===== config.mk =====
export PLATFORM = sky130hd
export DESIGN_NAME = rtcal_alarm
export DESIGN_NICKNAME = d
export VERILOG_FILES = /design/src/verilog/rtcal_pkg.sv /design/src/verilog/rtcal_alarm.sv /design/src/verilog/rtcal_match.sv
export SDC_FILE = /design/constraint.sdc
export NUM_CORES = 1
export LEC_CHECK = 0
export ABC_CLOCK_PERIOD_IN_PS = 2400
export BUFFER_PORTS_ARGS = -buffer_cell sky130_fd_sc_hd__buf_2
export CAP_MARGIN = 20
export CORE_UTILIZATION = 35
export CTS_CLUSTER_SIZE = 10
export DETAILED_ROUTE_END_ITERATION = 7
export PLACE_DENSITY = 0.51
export SLEW_MARGIN = 40
export SYNTH_ARGS = -nofsm -noshare
export SYNTH_HDL_FRONTEND = slang
export SYNTH_SLANG_ARGS = --single-unit

===== constraint.sdc =====
create_clock -name pclk -period 2.4 [get_ports pclk]
set_input_delay 0.12 -clock pclk [delete_from_list [all_inputs] [get_ports pclk]]
set_output_delay 0.12 -clock pclk [all_outputs]
set_load 0.01 [all_outputs]

===== src/verilog/rtcal_pkg.sv =====
// package: register map, field positions and timing for the alarm block
package rtcal_pkg;

  // register indices; byte address is four times the index
  localparam logic [5:0] IDX_ALM1 = 6'h0a;
  localparam logic [5:0] IDX_FLAGS = 6'h0f;
  localparam logic [5:0] IDX_CFG = 6'h13;
  localparam logic [5:0] IDX_ALM2 = 6'h14;
  localparam logic [5:0] IDX_CTRL = 6'h19;
  localparam logic [5:0] IDX_MASK = 6'h1a;
  localparam int ALM_BYTES = 5;

  // alarm byte order inside a group, repeat bit sits in bit 7 of each
  localparam int BYTE_SEC = 0;
  localparam int BYTE_MIN = 1;
  localparam int BYTE_HOUR = 2;
  localparam int BYTE_DATE = 3;
  localparam int BYTE_MONTH = 4;
  localparam int RPT_BIT = 7;

  // flags and mask share the alarm 1 flag bit, alarm 2 has a flag bit only; the alarm 2 enable bit sits in the config register
  localparam int AF1_BIT = 6;
  localparam int AF2_BIT = 5;
  localparam int ALARM2_ENABLE_BIT = 1;

  // control register fields
  localparam int CTRL_FT_BIT = 0;
  localparam int CTRL_OUT_BIT = 1;
  localparam int CTRL_ST_BIT = 2;
  localparam int CTRL_ABE_BIT = 3;

  localparam logic [3:0] CTRL_RESET = 4'h2;
  localparam logic ALARM2_ENABLE_RESET = 1'b0;
  localparam logic ALARM1_IRQ_ENABLE_RESET = 1'b0;
  localparam logic [7:0] ALM_RESET = 8'h00;

  // repeat modes, fifth bit down to first
  localparam logic [4:0] RPT_SECOND = 5'h1f;
  localparam logic [4:0] RPT_MINUTE = 5'h1e;
  localparam logic [4:0] RPT_HOUR = 5'h1c;
  localparam logic [4:0] RPT_DAY = 5'h14;
  localparam logic [4:0] RPT_MONTH = 5'h10;
  localparam logic [4:0] RPT_YEAR = 5'h00;

  // frequency-test output timing
  localparam int CLK_PERIOD_NS = 20;
  localparam int FT_HZ = 512;
  localparam int FT_HALF_CYC = 1000000000 / (CLK_PERIOD_NS * 2 * FT_HZ);

  function automatic logic is_mapped(input logic [5:0] idx);
    is_mapped = (idx >= IDX_ALM1 && idx <= IDX_FLAGS) || idx == IDX_CFG ||
      (idx >= IDX_ALM2 && idx <= IDX_MASK);
  endfunction

endpackage

===== src/verilog/rtcal_alarm.sv =====
// alarm registers, flags, interrupt and test output of the clock, on apb

module rtcal_alarm
#(
  parameter int FT_HALF_CYC = rtcal_pkg::FT_HALF_CYC
)
(
  input wire logic pclk,
  input wire logic presetn,
  input wire logic psel,
  input wire logic penable,
  input wire logic pwrite,
  input wire logic [7:0] paddr,
  input wire logic [31:0] pwdata,
  input wire logic [3:0] pstrb,
  output logic pready,
  output logic [31:0] prdata,
  output logic pslverr,
  input wire logic sec_tick,
  input wire logic [7:0] cur_sec,
  input wire logic [7:0] cur_min,
  input wire logic [7:0] cur_hour,
  input wire logic [7:0] cur_date,
  input wire logic [7:0] cur_month,
  input wire logic on_backup,
  output logic irq,
  output logic shared_irq_test_out_pin,
  output logic shared_irq_test_out_pin_oe
);

  localparam int CW = $clog2(FT_HALF_CYC + 1);
  localparam logic [CW-1:0] FT_LAST = CW'(FT_HALF_CYC - 1);

  typedef struct packed {
    logic [9:0][7:0] alm;
    logic af1;
    logic af2;
    logic alarm2_enable;
    logic alarm1_irq_enable;
    logic [3:0] ctrl;
    logic [5:0] ptr;
    logic pend1;
    logic pend2;
    logic irq;
    logic [1:0] bkp_sync;
    logic [CW-1:0] ft_cnt;
    logic ft_lvl;
    logic [31:0] prdata;
    logic slverr;
  } rtcal_state_t;

  rtcal_state_t s_r;
  rtcal_state_t s_nxt;

  logic [5:0] idx;
  logic setup_ph;
  logic acc_ph;
  logic rd_flags;
  logic on_flags;
  logic backup;
  logic match1;
  logic match2;
  logic hit1;
  logic hit2;
  logic ev1;
  logic ev2;
  logic irq_set;
  logic ft_on;
  logic out_bit;
  logic [7:0] rbyte;

  rtcal_match u_match1
  (
    .alarm(s_r.alm[4:0]),
    .cur_sec(cur_sec),
    .cur_min(cur_min),
    .cur_hour(cur_hour),
    .cur_date(cur_date),
    .cur_month(cur_month),
    .hit(match1)
  );

  rtcal_match u_match2
  (
    .alarm(s_r.alm[9:5]),
    .cur_sec(cur_sec),
    .cur_min(cur_min),
    .cur_hour(cur_hour),
    .cur_date(cur_date),
    .cur_month(cur_month),
    .hit(match2)
  );

  // one wait-free access: read data is latched in the setup cycle
  assign pready = 1'b1;
  assign prdata = s_r.prdata;
  assign pslverr = s_r.slverr;
  assign idx = paddr[7:2];
  assign setup_ph = psel & ~penable;
  assign acc_ph = psel & penable;
  assign rd_flags = acc_ph & ~pwrite & (idx == rtcal_pkg::IDX_FLAGS);
  assign on_flags = s_r.ptr == rtcal_pkg::IDX_FLAGS;
  assign backup = s_r.bkp_sync[1];
  assign out_bit = s_r.ctrl[rtcal_pkg::CTRL_OUT_BIT];
  // a zeroed date with year mode never matches, so no extra disable logic
  assign hit1 = sec_tick & match1;
  assign hit2 = sec_tick & match2 & s_r.alarm2_enable;
  // held matches fire once the pointer leaves the flags address
  assign ev1 = (hit1 | s_r.pend1) & ~on_flags;
  assign ev2 = (hit2 | s_r.pend2) & ~on_flags;
  // only alarm 1 reaches the pin; backup needs its own enable
  assign irq_set = ev1 & s_r.alarm1_irq_enable &
    (~backup | s_r.ctrl[rtcal_pkg::CTRL_ABE_BIT]);
  assign ft_on = s_r.ctrl[rtcal_pkg::CTRL_FT_BIT] & out_bit &
    ~s_r.ctrl[rtcal_pkg::CTRL_ST_BIT];

  // test toggle wins over the interrupt; open drain only pulls low
  assign shared_irq_test_out_pin = ft_on ? s_r.ft_lvl :
    (s_r.irq ? 1'b0 : out_bit);
  assign shared_irq_test_out_pin_oe = ~shared_irq_test_out_pin;
  assign irq = s_r.irq;

  always_comb
  begin
    case (idx)
      rtcal_pkg::IDX_FLAGS: rbyte = 8'h00 | ({7'h00, s_r.af1} <<
        rtcal_pkg::AF1_BIT) | ({7'h00, s_r.af2} << rtcal_pkg::AF2_BIT);
      rtcal_pkg::IDX_CFG: rbyte = {7'h00, s_r.alarm2_enable} << rtcal_pkg::ALARM2_ENABLE_BIT;
      rtcal_pkg::IDX_CTRL: rbyte = {4'h0, s_r.ctrl};
      rtcal_pkg::IDX_MASK: rbyte = {7'h00, s_r.alarm1_irq_enable} << rtcal_pkg::AF1_BIT;
      default:
      begin
        if (idx >= rtcal_pkg::IDX_ALM1 && idx < rtcal_pkg::IDX_FLAGS)
          rbyte = s_r.alm[4'(idx - rtcal_pkg::IDX_ALM1)];
        else if (idx >= rtcal_pkg::IDX_ALM2 && idx < rtcal_pkg::IDX_CTRL)
          rbyte = s_r.alm[4'(idx - rtcal_pkg::IDX_ALM2 + 6'd5)];
        else
          rbyte = 8'h00;
      end
    endcase
  end

  always_comb
  begin
    s_nxt = s_r;
    // the supply flag comes from the power comparator, off this clock
    s_nxt.bkp_sync = {s_r.bkp_sync[0], on_backup};
    if (setup_ph)
    begin
      s_nxt.prdata = {24'h000000, rbyte};
      s_nxt.slverr = ~rtcal_pkg::is_mapped(idx);
    end
    if (acc_ph)
    begin
      s_nxt.ptr = idx;
      if (pwrite && pstrb[0])
      begin
        case (idx)
          rtcal_pkg::IDX_CFG: s_nxt.alarm2_enable = pwdata[rtcal_pkg::ALARM2_ENABLE_BIT];
          rtcal_pkg::IDX_CTRL: s_nxt.ctrl = pwdata[3:0];
          rtcal_pkg::IDX_MASK: s_nxt.alarm1_irq_enable = pwdata[rtcal_pkg::AF1_BIT];
          default:
          begin
            // alarm 2 bytes keep data as user storage when disabled
            if (idx >= rtcal_pkg::IDX_ALM1 && idx < rtcal_pkg::IDX_FLAGS)
              s_nxt.alm[4'(idx - rtcal_pkg::IDX_ALM1)] =
                pwdata[7:0];
            else if (idx >= rtcal_pkg::IDX_ALM2 && idx < rtcal_pkg::IDX_CTRL)
              s_nxt.alm[4'(idx - rtcal_pkg::IDX_ALM2 + 6'd5)] =
                pwdata[7:0];
          end
        endcase
      end
    end
    s_nxt.pend1 = (s_r.pend1 | hit1) & on_flags;
    s_nxt.pend2 = (s_r.pend2 | hit2) & on_flags;
    // read data was latched before the clear; a new match wins over it
    if (rd_flags)
    begin
      s_nxt.af1 = 1'b0;
      s_nxt.af2 = 1'b0;
    end
    if (ev1)
      s_nxt.af1 = 1'b1;
    if (ev2)
      s_nxt.af2 = 1'b1;
    // in backup a flags read clears the flags but not the interrupt, so the pin holds until a flags read after supply is back
    if (rd_flags && !backup)
      s_nxt.irq = 1'b0;
    if (irq_set)
      s_nxt.irq = 1'b1;
    // divider runs off the bus clock, no calibration term enters it
    if (ft_on)
    begin
      if (s_r.ft_cnt == FT_LAST)
      begin
        s_nxt.ft_cnt = '0;
        s_nxt.ft_lvl = ~s_r.ft_lvl;
      end
      else
        s_nxt.ft_cnt = s_r.ft_cnt + CW'(1);
    end
    else
    begin
      s_nxt.ft_cnt = '0;
      s_nxt.ft_lvl = 1'b0;
    end
  end

  always_ff @(posedge pclk or negedge presetn)
  begin
    if (!presetn)
    begin
      s_r <= '0;
      s_r.alm <= {10{rtcal_pkg::ALM_RESET}};
      s_r.ctrl <= rtcal_pkg::CTRL_RESET;
      s_r.alarm2_enable <= rtcal_pkg::ALARM2_ENABLE_RESET;
      s_r.alarm1_irq_enable <= rtcal_pkg::ALARM1_IRQ_ENABLE_RESET;
    end
    else
      s_r <= s_nxt;
  end
endmodule


===== src/verilog/rtcal_match.sv =====
// alarm comparator: repeat-mode decode and field compare for one group
module rtcal_match
(
  input wire logic [39:0] alarm,
  input wire logic [7:0] cur_sec,
  input wire logic [7:0] cur_min,
  input wire logic [7:0] cur_hour,
  input wire logic [7:0] cur_date,
  input wire logic [7:0] cur_month,
  output logic hit
);

  logic [4:0] rpt;
  logic [4:0] use_field;
  logic [4:0] eq;

  always_comb
  begin
    rpt = {alarm[8*rtcal_pkg::BYTE_MONTH + rtcal_pkg::RPT_BIT],
           alarm[8*rtcal_pkg::BYTE_DATE + rtcal_pkg::RPT_BIT],
           alarm[8*rtcal_pkg::BYTE_HOUR + rtcal_pkg::RPT_BIT],
           alarm[8*rtcal_pkg::BYTE_MIN + rtcal_pkg::RPT_BIT],
           alarm[8*rtcal_pkg::BYTE_SEC + rtcal_pkg::RPT_BIT]};
    // fields that take part: month, date, hour, minute, second
    case (rpt)
      rtcal_pkg::RPT_MINUTE: use_field = 5'h01;
      rtcal_pkg::RPT_HOUR: use_field = 5'h03;
      rtcal_pkg::RPT_DAY: use_field = 5'h07;
      rtcal_pkg::RPT_MONTH: use_field = 5'h0f;
      rtcal_pkg::RPT_YEAR: use_field = 5'h1f;
      // odd codes fire every second so a bad setup shows quickly
      default: use_field = 5'h00;
    endcase
    eq[0] = alarm[6:0] == cur_sec[6:0];
    eq[1] = alarm[14:8] == cur_min[6:0];
    eq[2] = alarm[22:16] == cur_hour[6:0];
    eq[3] = alarm[30:24] == cur_date[6:0];
    eq[4] = alarm[38:32] == cur_month[6:0];
    hit = &(eq | ~use_field);
  end

endmodule


# Yosys cells after proc, flatten, opt, wreduce, memory -nomap -nowiden
# Index checks and enable logic that the tools add are counted.
[totals] register_bits=125 latchBits=0 ram_bits=0 romBits=0 inputBits=91 output_inout_bits=37 word_cells=146 n_memories=0
[op_classes] add_sub_neg=4 mul=0 n_div=0 order_cmp=10 eq_ne=25 shifts=0 n_mux=27 n_bitwise=32 n_reduce_logical=24
[ops] cell="bitwise mux 80 bit" count=2
[ops] cell="2-to-1 mux 80 bit" count=2
[ops] cell="== test 7 bit" count=10
[ops] cell="binary-select mux 8 bit (select 4 bit)" count=2
[ops] cell="demux 8 bit (select 4 bit)" count=2
[ops] cell="case mux 5 bit (5 select lines)" count=2
[ops] cell="2-to-1 mux 8 bit" count=6
[ops] cell="== test 5 bit, second input constant" count=8
[ops] cell="case mux 8 bit (4 select lines)" count=1
[ops] cell="== test 6 x 5 -> 1 bit, second input constant" count=3
[ops] cell="2-to-1 mux 17 bit" count=1
[ops] cell="adder 16 x 1 -> 16 bit, second input constant" count=1
[ops] cell="== test 16 bit, second input constant" count=1
[ops] cell="2-to-1 mux 16 bit" count=1
[ops] cell="AND 1 bit" count=15
[ops] cell="== test 6 x 4 -> 1 bit, second input constant" count=2
[ops] cell="logical NOT 5 bit" count=2
[ops] cell="< comparator 4 x 5 -> 1 bit, second input constant" count=2
[ops] cell="inverter 5 bit" count=2
[ops] cell="bitwise OR 5 bit" count=2
[ops] cell="AND reduction 5 bit" count=2
[ops] cell="inverter 1 bit" count=9
[ops] cell="AND reduction 3 bit" count=3
[ops] cell=">= comparator 4 x 1 -> 1 bit, second input constant" count=2
[ops] cell="20 further kinds" count=39

# Longest topological paths before layout
# Gate-level depths: netlist of the first run.
[depth] word_depth=11 mapped_depth=10 ltp_nobuf=8

# Cells and area by module
# A second synthesis of the first run with hierarchy kept.
[unflattened] hier_cells=729 hier_area_um2=8154.1
[by_module_without_submodules] module="rtcal_alarm" instances=1 cells_per_inst=615 area_each_um2=7233.2 seq_area_each_um2=3129.3
[by_module_without_submodules] module="rtcal_match" instances=2 cells_per_inst=57 area_each_um2=460.4 seq_area_each_um2=0.0

# Worst setup path before layout of the first run
# OpenSTA, ideal clock, no wires.
[synth_path] path_kind="input -> register" startpoint="input paddr[3]" endpoint="register s_r (netlist bit prdata[4])" setup_time_ns=0.124 arrival_time_ns=2.317 required_ns=2.276 setup_slack_ns=-0.041 path_stages=8 n_path_buf=2 path_cell_list="clkbuf_1 > inv_1 > ha_1 > clkbuf_1 > mux4_2 > a21oi_1 > nor4_1 > a211o_1"
[synth_between] elab_chain_len=7 word_cells_on_any_way=20 classes_between="3 x add/sub; 4 x order compare; 4 x eq/ne; 7 x mux; 2 x reduce/logical"
[synth_lines] item="start, declared" line="rtcal_alarm.sv:13" source="input wire logic [7:0] paddr,"
[synth_lines] item="subtractor 4 x 3 -> 4 bit" line="rtcal_alarm.sv:136" source="rbyte = s_r.alm[4'(idx - rtcal_pkg::IDX_ALM2 + 6'd5)];"
[synth_lines] item="adder 4 x 3 -> 4 bit" line="rtcal_alarm.sv:136"
[synth_lines] item="binary-select mux 8 bit (select 4 bit)" line="rtcal_alarm.sv:136"
[synth_lines] item="2-to-1 mux 8 bit (implied by the code)" line="rtcal_alarm.sv:136"
[synth_lines] item="2-to-1 mux 8 bit" line="rtcal_alarm.sv:135" source="else if (idx >= rtcal_pkg::IDX_ALM2 && idx < rtcal_pkg::IDX_CTRL)"
[synth_lines] item="2-to-1 mux 8 bit" line="rtcal_alarm.sv:133" source="if (idx >= rtcal_pkg::IDX_ALM1 && idx < rtcal_pkg::IDX_FLAGS)"
[synth_lines] item="case mux 8 bit (4 select lines) (*)" line="rtcal_alarm.sv:125" source="case (idx)"
[synth_lines] item="end signal, assigned" line="rtcal_alarm.sv:221" source="s_r <= s_nxt;"
[synth_lines] item="end, declared" line="rtcal_alarm.sv:52" source="rtcal_state_t s_r;"
# Every way passes the cells marked *; elsewhere a longest branch is shown, timed or not. The select of a mux whose other input is x is not followed.
# A chain may end at the register's enable or synchronous reset.

# Worst setup path after layout of the first run
[layout_path] startpoint="register s_r[123] (netlist bit)" endpoint="register s_r[67] (netlist bit)"
[layout_between] elab_chain_len=8 word_cells_on_any_way=9 classes_between="1 x eq/ne; 1 x mux; 5 x bitwise; 2 x reduce/logical"
[layout_lines] item="== test 7 bit (*)" line="rtcal_match.sv:35" source="eq[1] = alarm[14:8] == cur_min[6:0];"
[layout_lines] item="bitwise OR 5 bit (*)" line="rtcal_match.sv:39" source="hit = &(eq | ~use_field);"
[layout_lines] item="AND reduction 5 bit (*)" line="rtcal_match.sv:39"
[layout_lines] item="AND 1 bit (*) (2 in a row)" line="rtcal_alarm.sv:107" source="assign hit2 = sec_tick & match2 & s_r.alarm2_enable;"
[layout_lines] item="bitwise OR 1 bit (*)" line="rtcal_alarm.sv:110" source="assign ev2 = (hit2 | s_r.pend2) & ~on_flags;"
[layout_lines] item="AND 1 bit (*)" line="rtcal_alarm.sv:110"
[layout_lines] item="2-to-1 mux 1 bit / nonzero test 2 bit (equally long branches)"
# Every way passes the cells marked *; elsewhere a longest branch is shown, timed or not.

==> flow_summary.yaml, run 1 <==
status:
  run_status: "completed"
hold_path:
  holdCritStartpoint: "paddr[7]"
  min_path_type: "input port to flip-flop"
floorplanning:
  rows: 55
  die_area_mm2: 0.0240
  dieHeight_um: 155
  ios: 128
  coreArea_mm2: 0.0228
  start_util_pct: 35.9
  die_w_um: 155
layout:
  final_cell_mix: "124 x dfrtp_1, 79 x mux2_2, 67 x buf_2"
  syn_to_final_growth_pct: 18.8
  finalNonFillerCells: 1152
  nets: 928
  diodes: 0
  drive_gt1_share_pct: 35.5
  final_common_cell: "dfrtp_1"
drt:
  dr.pass1.iters: 5
  final_antenna_net_count: 0
  drc: 0
  drt_iter0_drc: 518
  vias: 6170
  wl_per_cell_um: 21.7
  wl_um: 25000
  avgViaCountPerCell: 5.36
cts:
  clock_latency_ns: 0.42
  cts_tree: "done"
  clock_sinks: 125
  htreeDepth: 4
  clk_path_buf_depth: 2
  post_cts_resized: 0
  numCtsBuffers: 17
  cts_root_buf: "clkbuf_16"
  clk_pin_slew_ns: 0.06
  hold_buffers: 2
  post-cts-setup-buffers: 0
global_route:
  first_global_vias: 6101
  grtUsageTotal_pct: 22.0
  grt_pass1_wl_um: 38400
  grt_overflow: 0
  antenna_found_initial: 0
  grt_max_degree: 78
power:
  power.density_mw_per_mm2: 562
  ir_drop_uv: 442
  p_leak_nw: 4.29
sta:
  rsz0062_at_grt: "no"
  tns_ns: 0
  finClkSkew_ns: 0.00524
  max_slew_margin_pct: 46.5
  setup_viol: 0
  slew_violations: 0
  layout_min_cycle_time_ns: 2.18
  tightest_slew_ns: 0.796
  max_freq_mhz: 458
  period_share_pct: 91.0
  hold_viol: 0
placement:
  portBuffers: 68
  dp_cells: 1118
  place_hpwl_um: 19000
  gp_congestion: 0.886
synth:
  ys_warn_count: 0
  synth_cell_types: 72
  synth.area.top_cells: "dfrtp_1 38%, mux2_2 11%, mux4_2 8.8%"
  ys_seq_area_share_pct: 38.3
  ys_async_sr_fraction_pct: 100
  netlist_area_mm2: 0.00818
  syn_inst: 727
  ys_ff_latch: 125
  synth_flop_cell: "dfrtp_1"
  synth_area_leader_cell: "dfrtp_1"
  avgSynthCellArea_um2: 11.3
  yosys.area.top_type_share_pct: 37.9
  synth_edf_count: 0
critical_path:
  crit_path_end_kind: "flip-flop"
  crit_required_ns: 2.74
  critPathMaxFanout: 4
  worstSetupStartpoint: "s_r[123]"
  path_class: "flip-flop to flip-flop"
  cp-start-kind: "flip-flop"
  crit_arrival_ns: 2.52
  r2r-start: "s_r[123]"
run:
  maxCapViolCount: 0
[synth_stat cells (7+ instances only)]
library cell	number
clkbuf_1	16
nand4_1	14
buf_4	37
xor2_1	49
nand2b_1	7
dfrtp_1	124
o21ai_0	10
mux4_2	32
mux2_1	12
ha_1	11
nor4_1	12
nor3_1	15
nor2_1	31
nand3_1	37
a21oi_1	26
nand2_1	46
o31ai_1	8
inv_1	10
xnor2_1	37
mux2_2	79
mux2_4	8
[state kept, by name, summed over array words and instances (netlist names)]
register	cells
s_r	112
prdata	8
backup	1
irq	1
out_bit	1
pslverr	1
s_nxt	1
[layout make-up]
cell class | count | area, µm²
clock buffer | 21 | 450
clock inverter | 11 | 95.1
inverter | 12 | 52.6
timing repair buffer | 123 | 927
sequential | 125 | 3130
multi-input combinational | 547 | 4670
tap | 313 | 392
fill | 2185 | 13100
[per-layer routing]
layer  global-route usage (%)  wire, µm  up-vias
met1                     31.2     11600     3083
met2                     32.5     11100      238
met5                        0         0        -
met3                     4.85      1500       41
met4                     8.25       767        0
li1                         -         -     2808
[final timing paths]
path,cells past startpoint,slack [ns],end
setup reg to reg,6,0.22,s_r[67]
min in group asynchronous,2,0.15,s_r[44]
max in group asynchronous,3,1.51,s_r[124]
setup / recovery,6,0.22,s_r[67]
hold reg to reg,0,0.36,backup
hold / removal,2,0.02,s_r[60]
[critical path: stages (launching register included)]
cell and delay [ns]:
dfrtp_1 0.47, xor2_1 0.21, nor4_1 0.55, a41oi_1 0.25
o22ai_1 0.32, a21oi_1 0.14, o21ai_0 0.16
[cell families (layout without fill, tap and decap cells)]
logic type                 after synthesis  in the layout  share of synthesized area (%)
muxes                                  135            135                           23.3
other                                    2             25                         0.0918
adders and majority gates               11             11                           1.68
buffers and inverters                   78            167                           5.83
AOI/OAI and AO/OA                       97             97                           9.04
DFF                                    125            125                           38.3
and+or+nand+nor                        191            191                           12.1
xor gates and xnor gates                88             88                           9.74
[power by group]
group	internal [mW]	switching, mW
clock network	1.44	0.965
logic	0.328	0.468
registers	2.18	0.0732
[per-stage QoR]
step	hold WS, ns	total power [mW]	worst slack [ns]	cell area [µm²]	utilization (%)
floorplan	-0.176	2.76	0.0400	8280	-
global placement	0.0351	3.08	0.111	9150	40.2
detailed placement	0.0401	3.08	0.109	9150	40.2
CTS	0.00262	5.51	0.353	9710	42.6
global route	0.00843	5.68	0.215	9710	42.6
finish	0.0156	5.45	0.217	9710	42.6
No activity file was read; power rests on OpenSTA's default activity.
==> inputs of run 2 (changes only) <==
--- a/config.mk
+++ b/config.mk
@@ -8,6 +8,7 @@
 export ABC_CLOCK_PERIOD_IN_PS = 2400
 export BUFFER_PORTS_ARGS = -buffer_cell sky130_fd_sc_hd__buf_2
 export CAP_MARGIN = 20
+export CORE_MARGIN = 2
 export CORE_UTILIZATION = 35
 export CTS_CLUSTER_SIZE = 10
 export DETAILED_ROUTE_END_ITERATION = 7
==> flow_summary.yaml, run 2 (same netlist as run 1, synthesis figures left out) <==
sta:
  tightest_slew_ns: 0.602
  max_freq_mhz: 489
  finClkSkew_ns: 0.00799
  layout_min_cycle_time_ns: 2.05
  slew_violations: 0
  max_slew_margin_pct: 59.5
  period_share_pct: 85.2
  tns_ns: 0
  hold_viol: 0
  whs_ns: 0.0206
  rsz0062_at_grt: "no"
  setup_viol: 0
cts:
  clk_path_buf_depth: 2
  cts_root_buf: "clkbuf_16"
  clock_sinks: 125
  clock_latency_ns: 0.42
  numCtsBuffers: 17
  htreeDepth: 4
  clk_pin_slew_ns: 0.06
  post_cts_resized: 0
  post-cts-setup-buffers: 0
  cts_tree: "done"
  hold_buffers: 2
layout:
  nets: 920
  drive_gt1_share_pct: 35.3
  final_cell_mix: "124 x dfrtp_1, 79 x mux2_2, 67 x buf_2"
  final_common_cell: "dfrtp_1"
  largest_register_ffs: 112
  nFillCells: 2157
  diodes: 0
  syn_to_final_growth_pct: 18.6
  top_register: "s_r"
status:
  run_status: "completed"
placement:
  place_hpwl_um: 19000
  portBuffers: 68
  gp_congestion: 0.909
power:
  power.density_mw_per_mm2: 577
  p_leak_nw: 4.28
  ir_drop_uv: 368
  power_mw: 5.60
floorplanning:
  dieHeight_um: 157
  rows: 55
  die_area_mm2: 0.0246
  die_w_um: 157
  start_util_pct: 35.9
  ios: 128
  coreArea_mm2: 0.0228
critical_path:
  critPathMaxFanout: 4
  crit_arrival_ns: 2.38
  cp-start-kind: "flip-flop"
  crit_required_ns: 2.74
  crit_path_end_kind: "flip-flop"
  path_class: "flip-flop to flip-flop"
drt:
  wl_um: 25100
  dr.pass1.iters: 5
  drc: 0
  drt_iter0_drc: 430
  final_antenna_net_count: 0
  vias: 6157
  wl_per_cell_um: 21.9
  avgViaCountPerCell: 5.38
global_route:
  grt_pass1_wl_um: 37600
  grt_max_degree: 56
  grt_overflow: 0
  grtUsageTotal_pct: 21.1
  antenna_found_initial: 0
  first_global_vias: 5993
run:
  maxCapViolCount: 0
hold_path:
  min_path_type: "input port to flip-flop"
-- run 2: cell types whose count changed in the layout (fill, tap and decap cells not counted), sizes merged --
cell	delta
buf	-8
inv	+5
clkinv	-3
clkbuf	-2
-- run 2: area by class of cell --
class	count	area [µm²]	area share, %
Clock inverter	13	130	1.34
Inverter	12	52.6	0.542
Clock buffer	19	453	4.67
Timing Repair Buffer	115	880	9.06
Multi-Input combinational cell	547	4670	48.1
Tap cell	313	392	4.04
Sequential cell	125	3130	32.2
-- run 2: routing by layer --
| layer | track usage (%) | vias up | part of all wire, % | wire, µm |
|---|---|---|---|---|
| met5 | 0 | - | 0 | 0 |
| li1 | - | 2799 | - | - |
| met1 | 29.8 | 3098 | 45 | 11400 |
| met3 | 4.32 | 42 | 5.9 | 1490 |
| met4 | 7.43 | 0 | 2.7 | 679 |
| met2 | 32.1 | 218 | 46 | 11500 |
-- run 2: critical path, cell delays in order, from the launching register on --
cell,delay [ns]
dfrtp_1,0.43
xor2_1,0.19
nor4_1,0.57
a41oi_1,0.23
o22ai_1,0.19
a21oi_1,0.16
o21ai_0,0.18
-- run 2: where the power goes --
| part | switching, mW | total [mW] | internal [mW] |
|---|---|---|---|
| combinational | 0.465 | 0.786 | 0.321 |
| sequential | 0.0722 | 2.25 | 2.18 |
| clock | 1.06 | 2.57 | 1.50 |
-- run 2: path summary, 6_finish.rpt --
path	slack (ns)	to	depth (start not counted)	from
setup / recovery	0.35	s_r[67]	6	s_r[123]
hold / removal	0.02	s_r[60]	2	paddr[7]
setup reg to reg	0.35	s_r[67]	6	s_r[123]
min in group asynchronous	0.23	s_r[42]	2	presetn
hold reg to reg	0.35	backup	0	s_nxt[51]
max in group asynchronous	1.49	s_r[85]	3	presetn
-- run 2: stage by stage --
stage / setup slack (ns) / std cells / area, µm² / util (%)
3_3_place_gp: -0.0256 / 1110 / 9100 / 40.0
5_1_grt: 0.326 / 1144 / 9700 / 42.6
3_5_place_dp: -0.0446 / 1110 / 9100 / 40.0
2_1_floorplan: 0.0400 / 750 / 8280 / -
4_1_cts: 0.396 / 1144 / 9700 / 42.6
6_report: 0.355 / 1144 / 9700 / 42.6
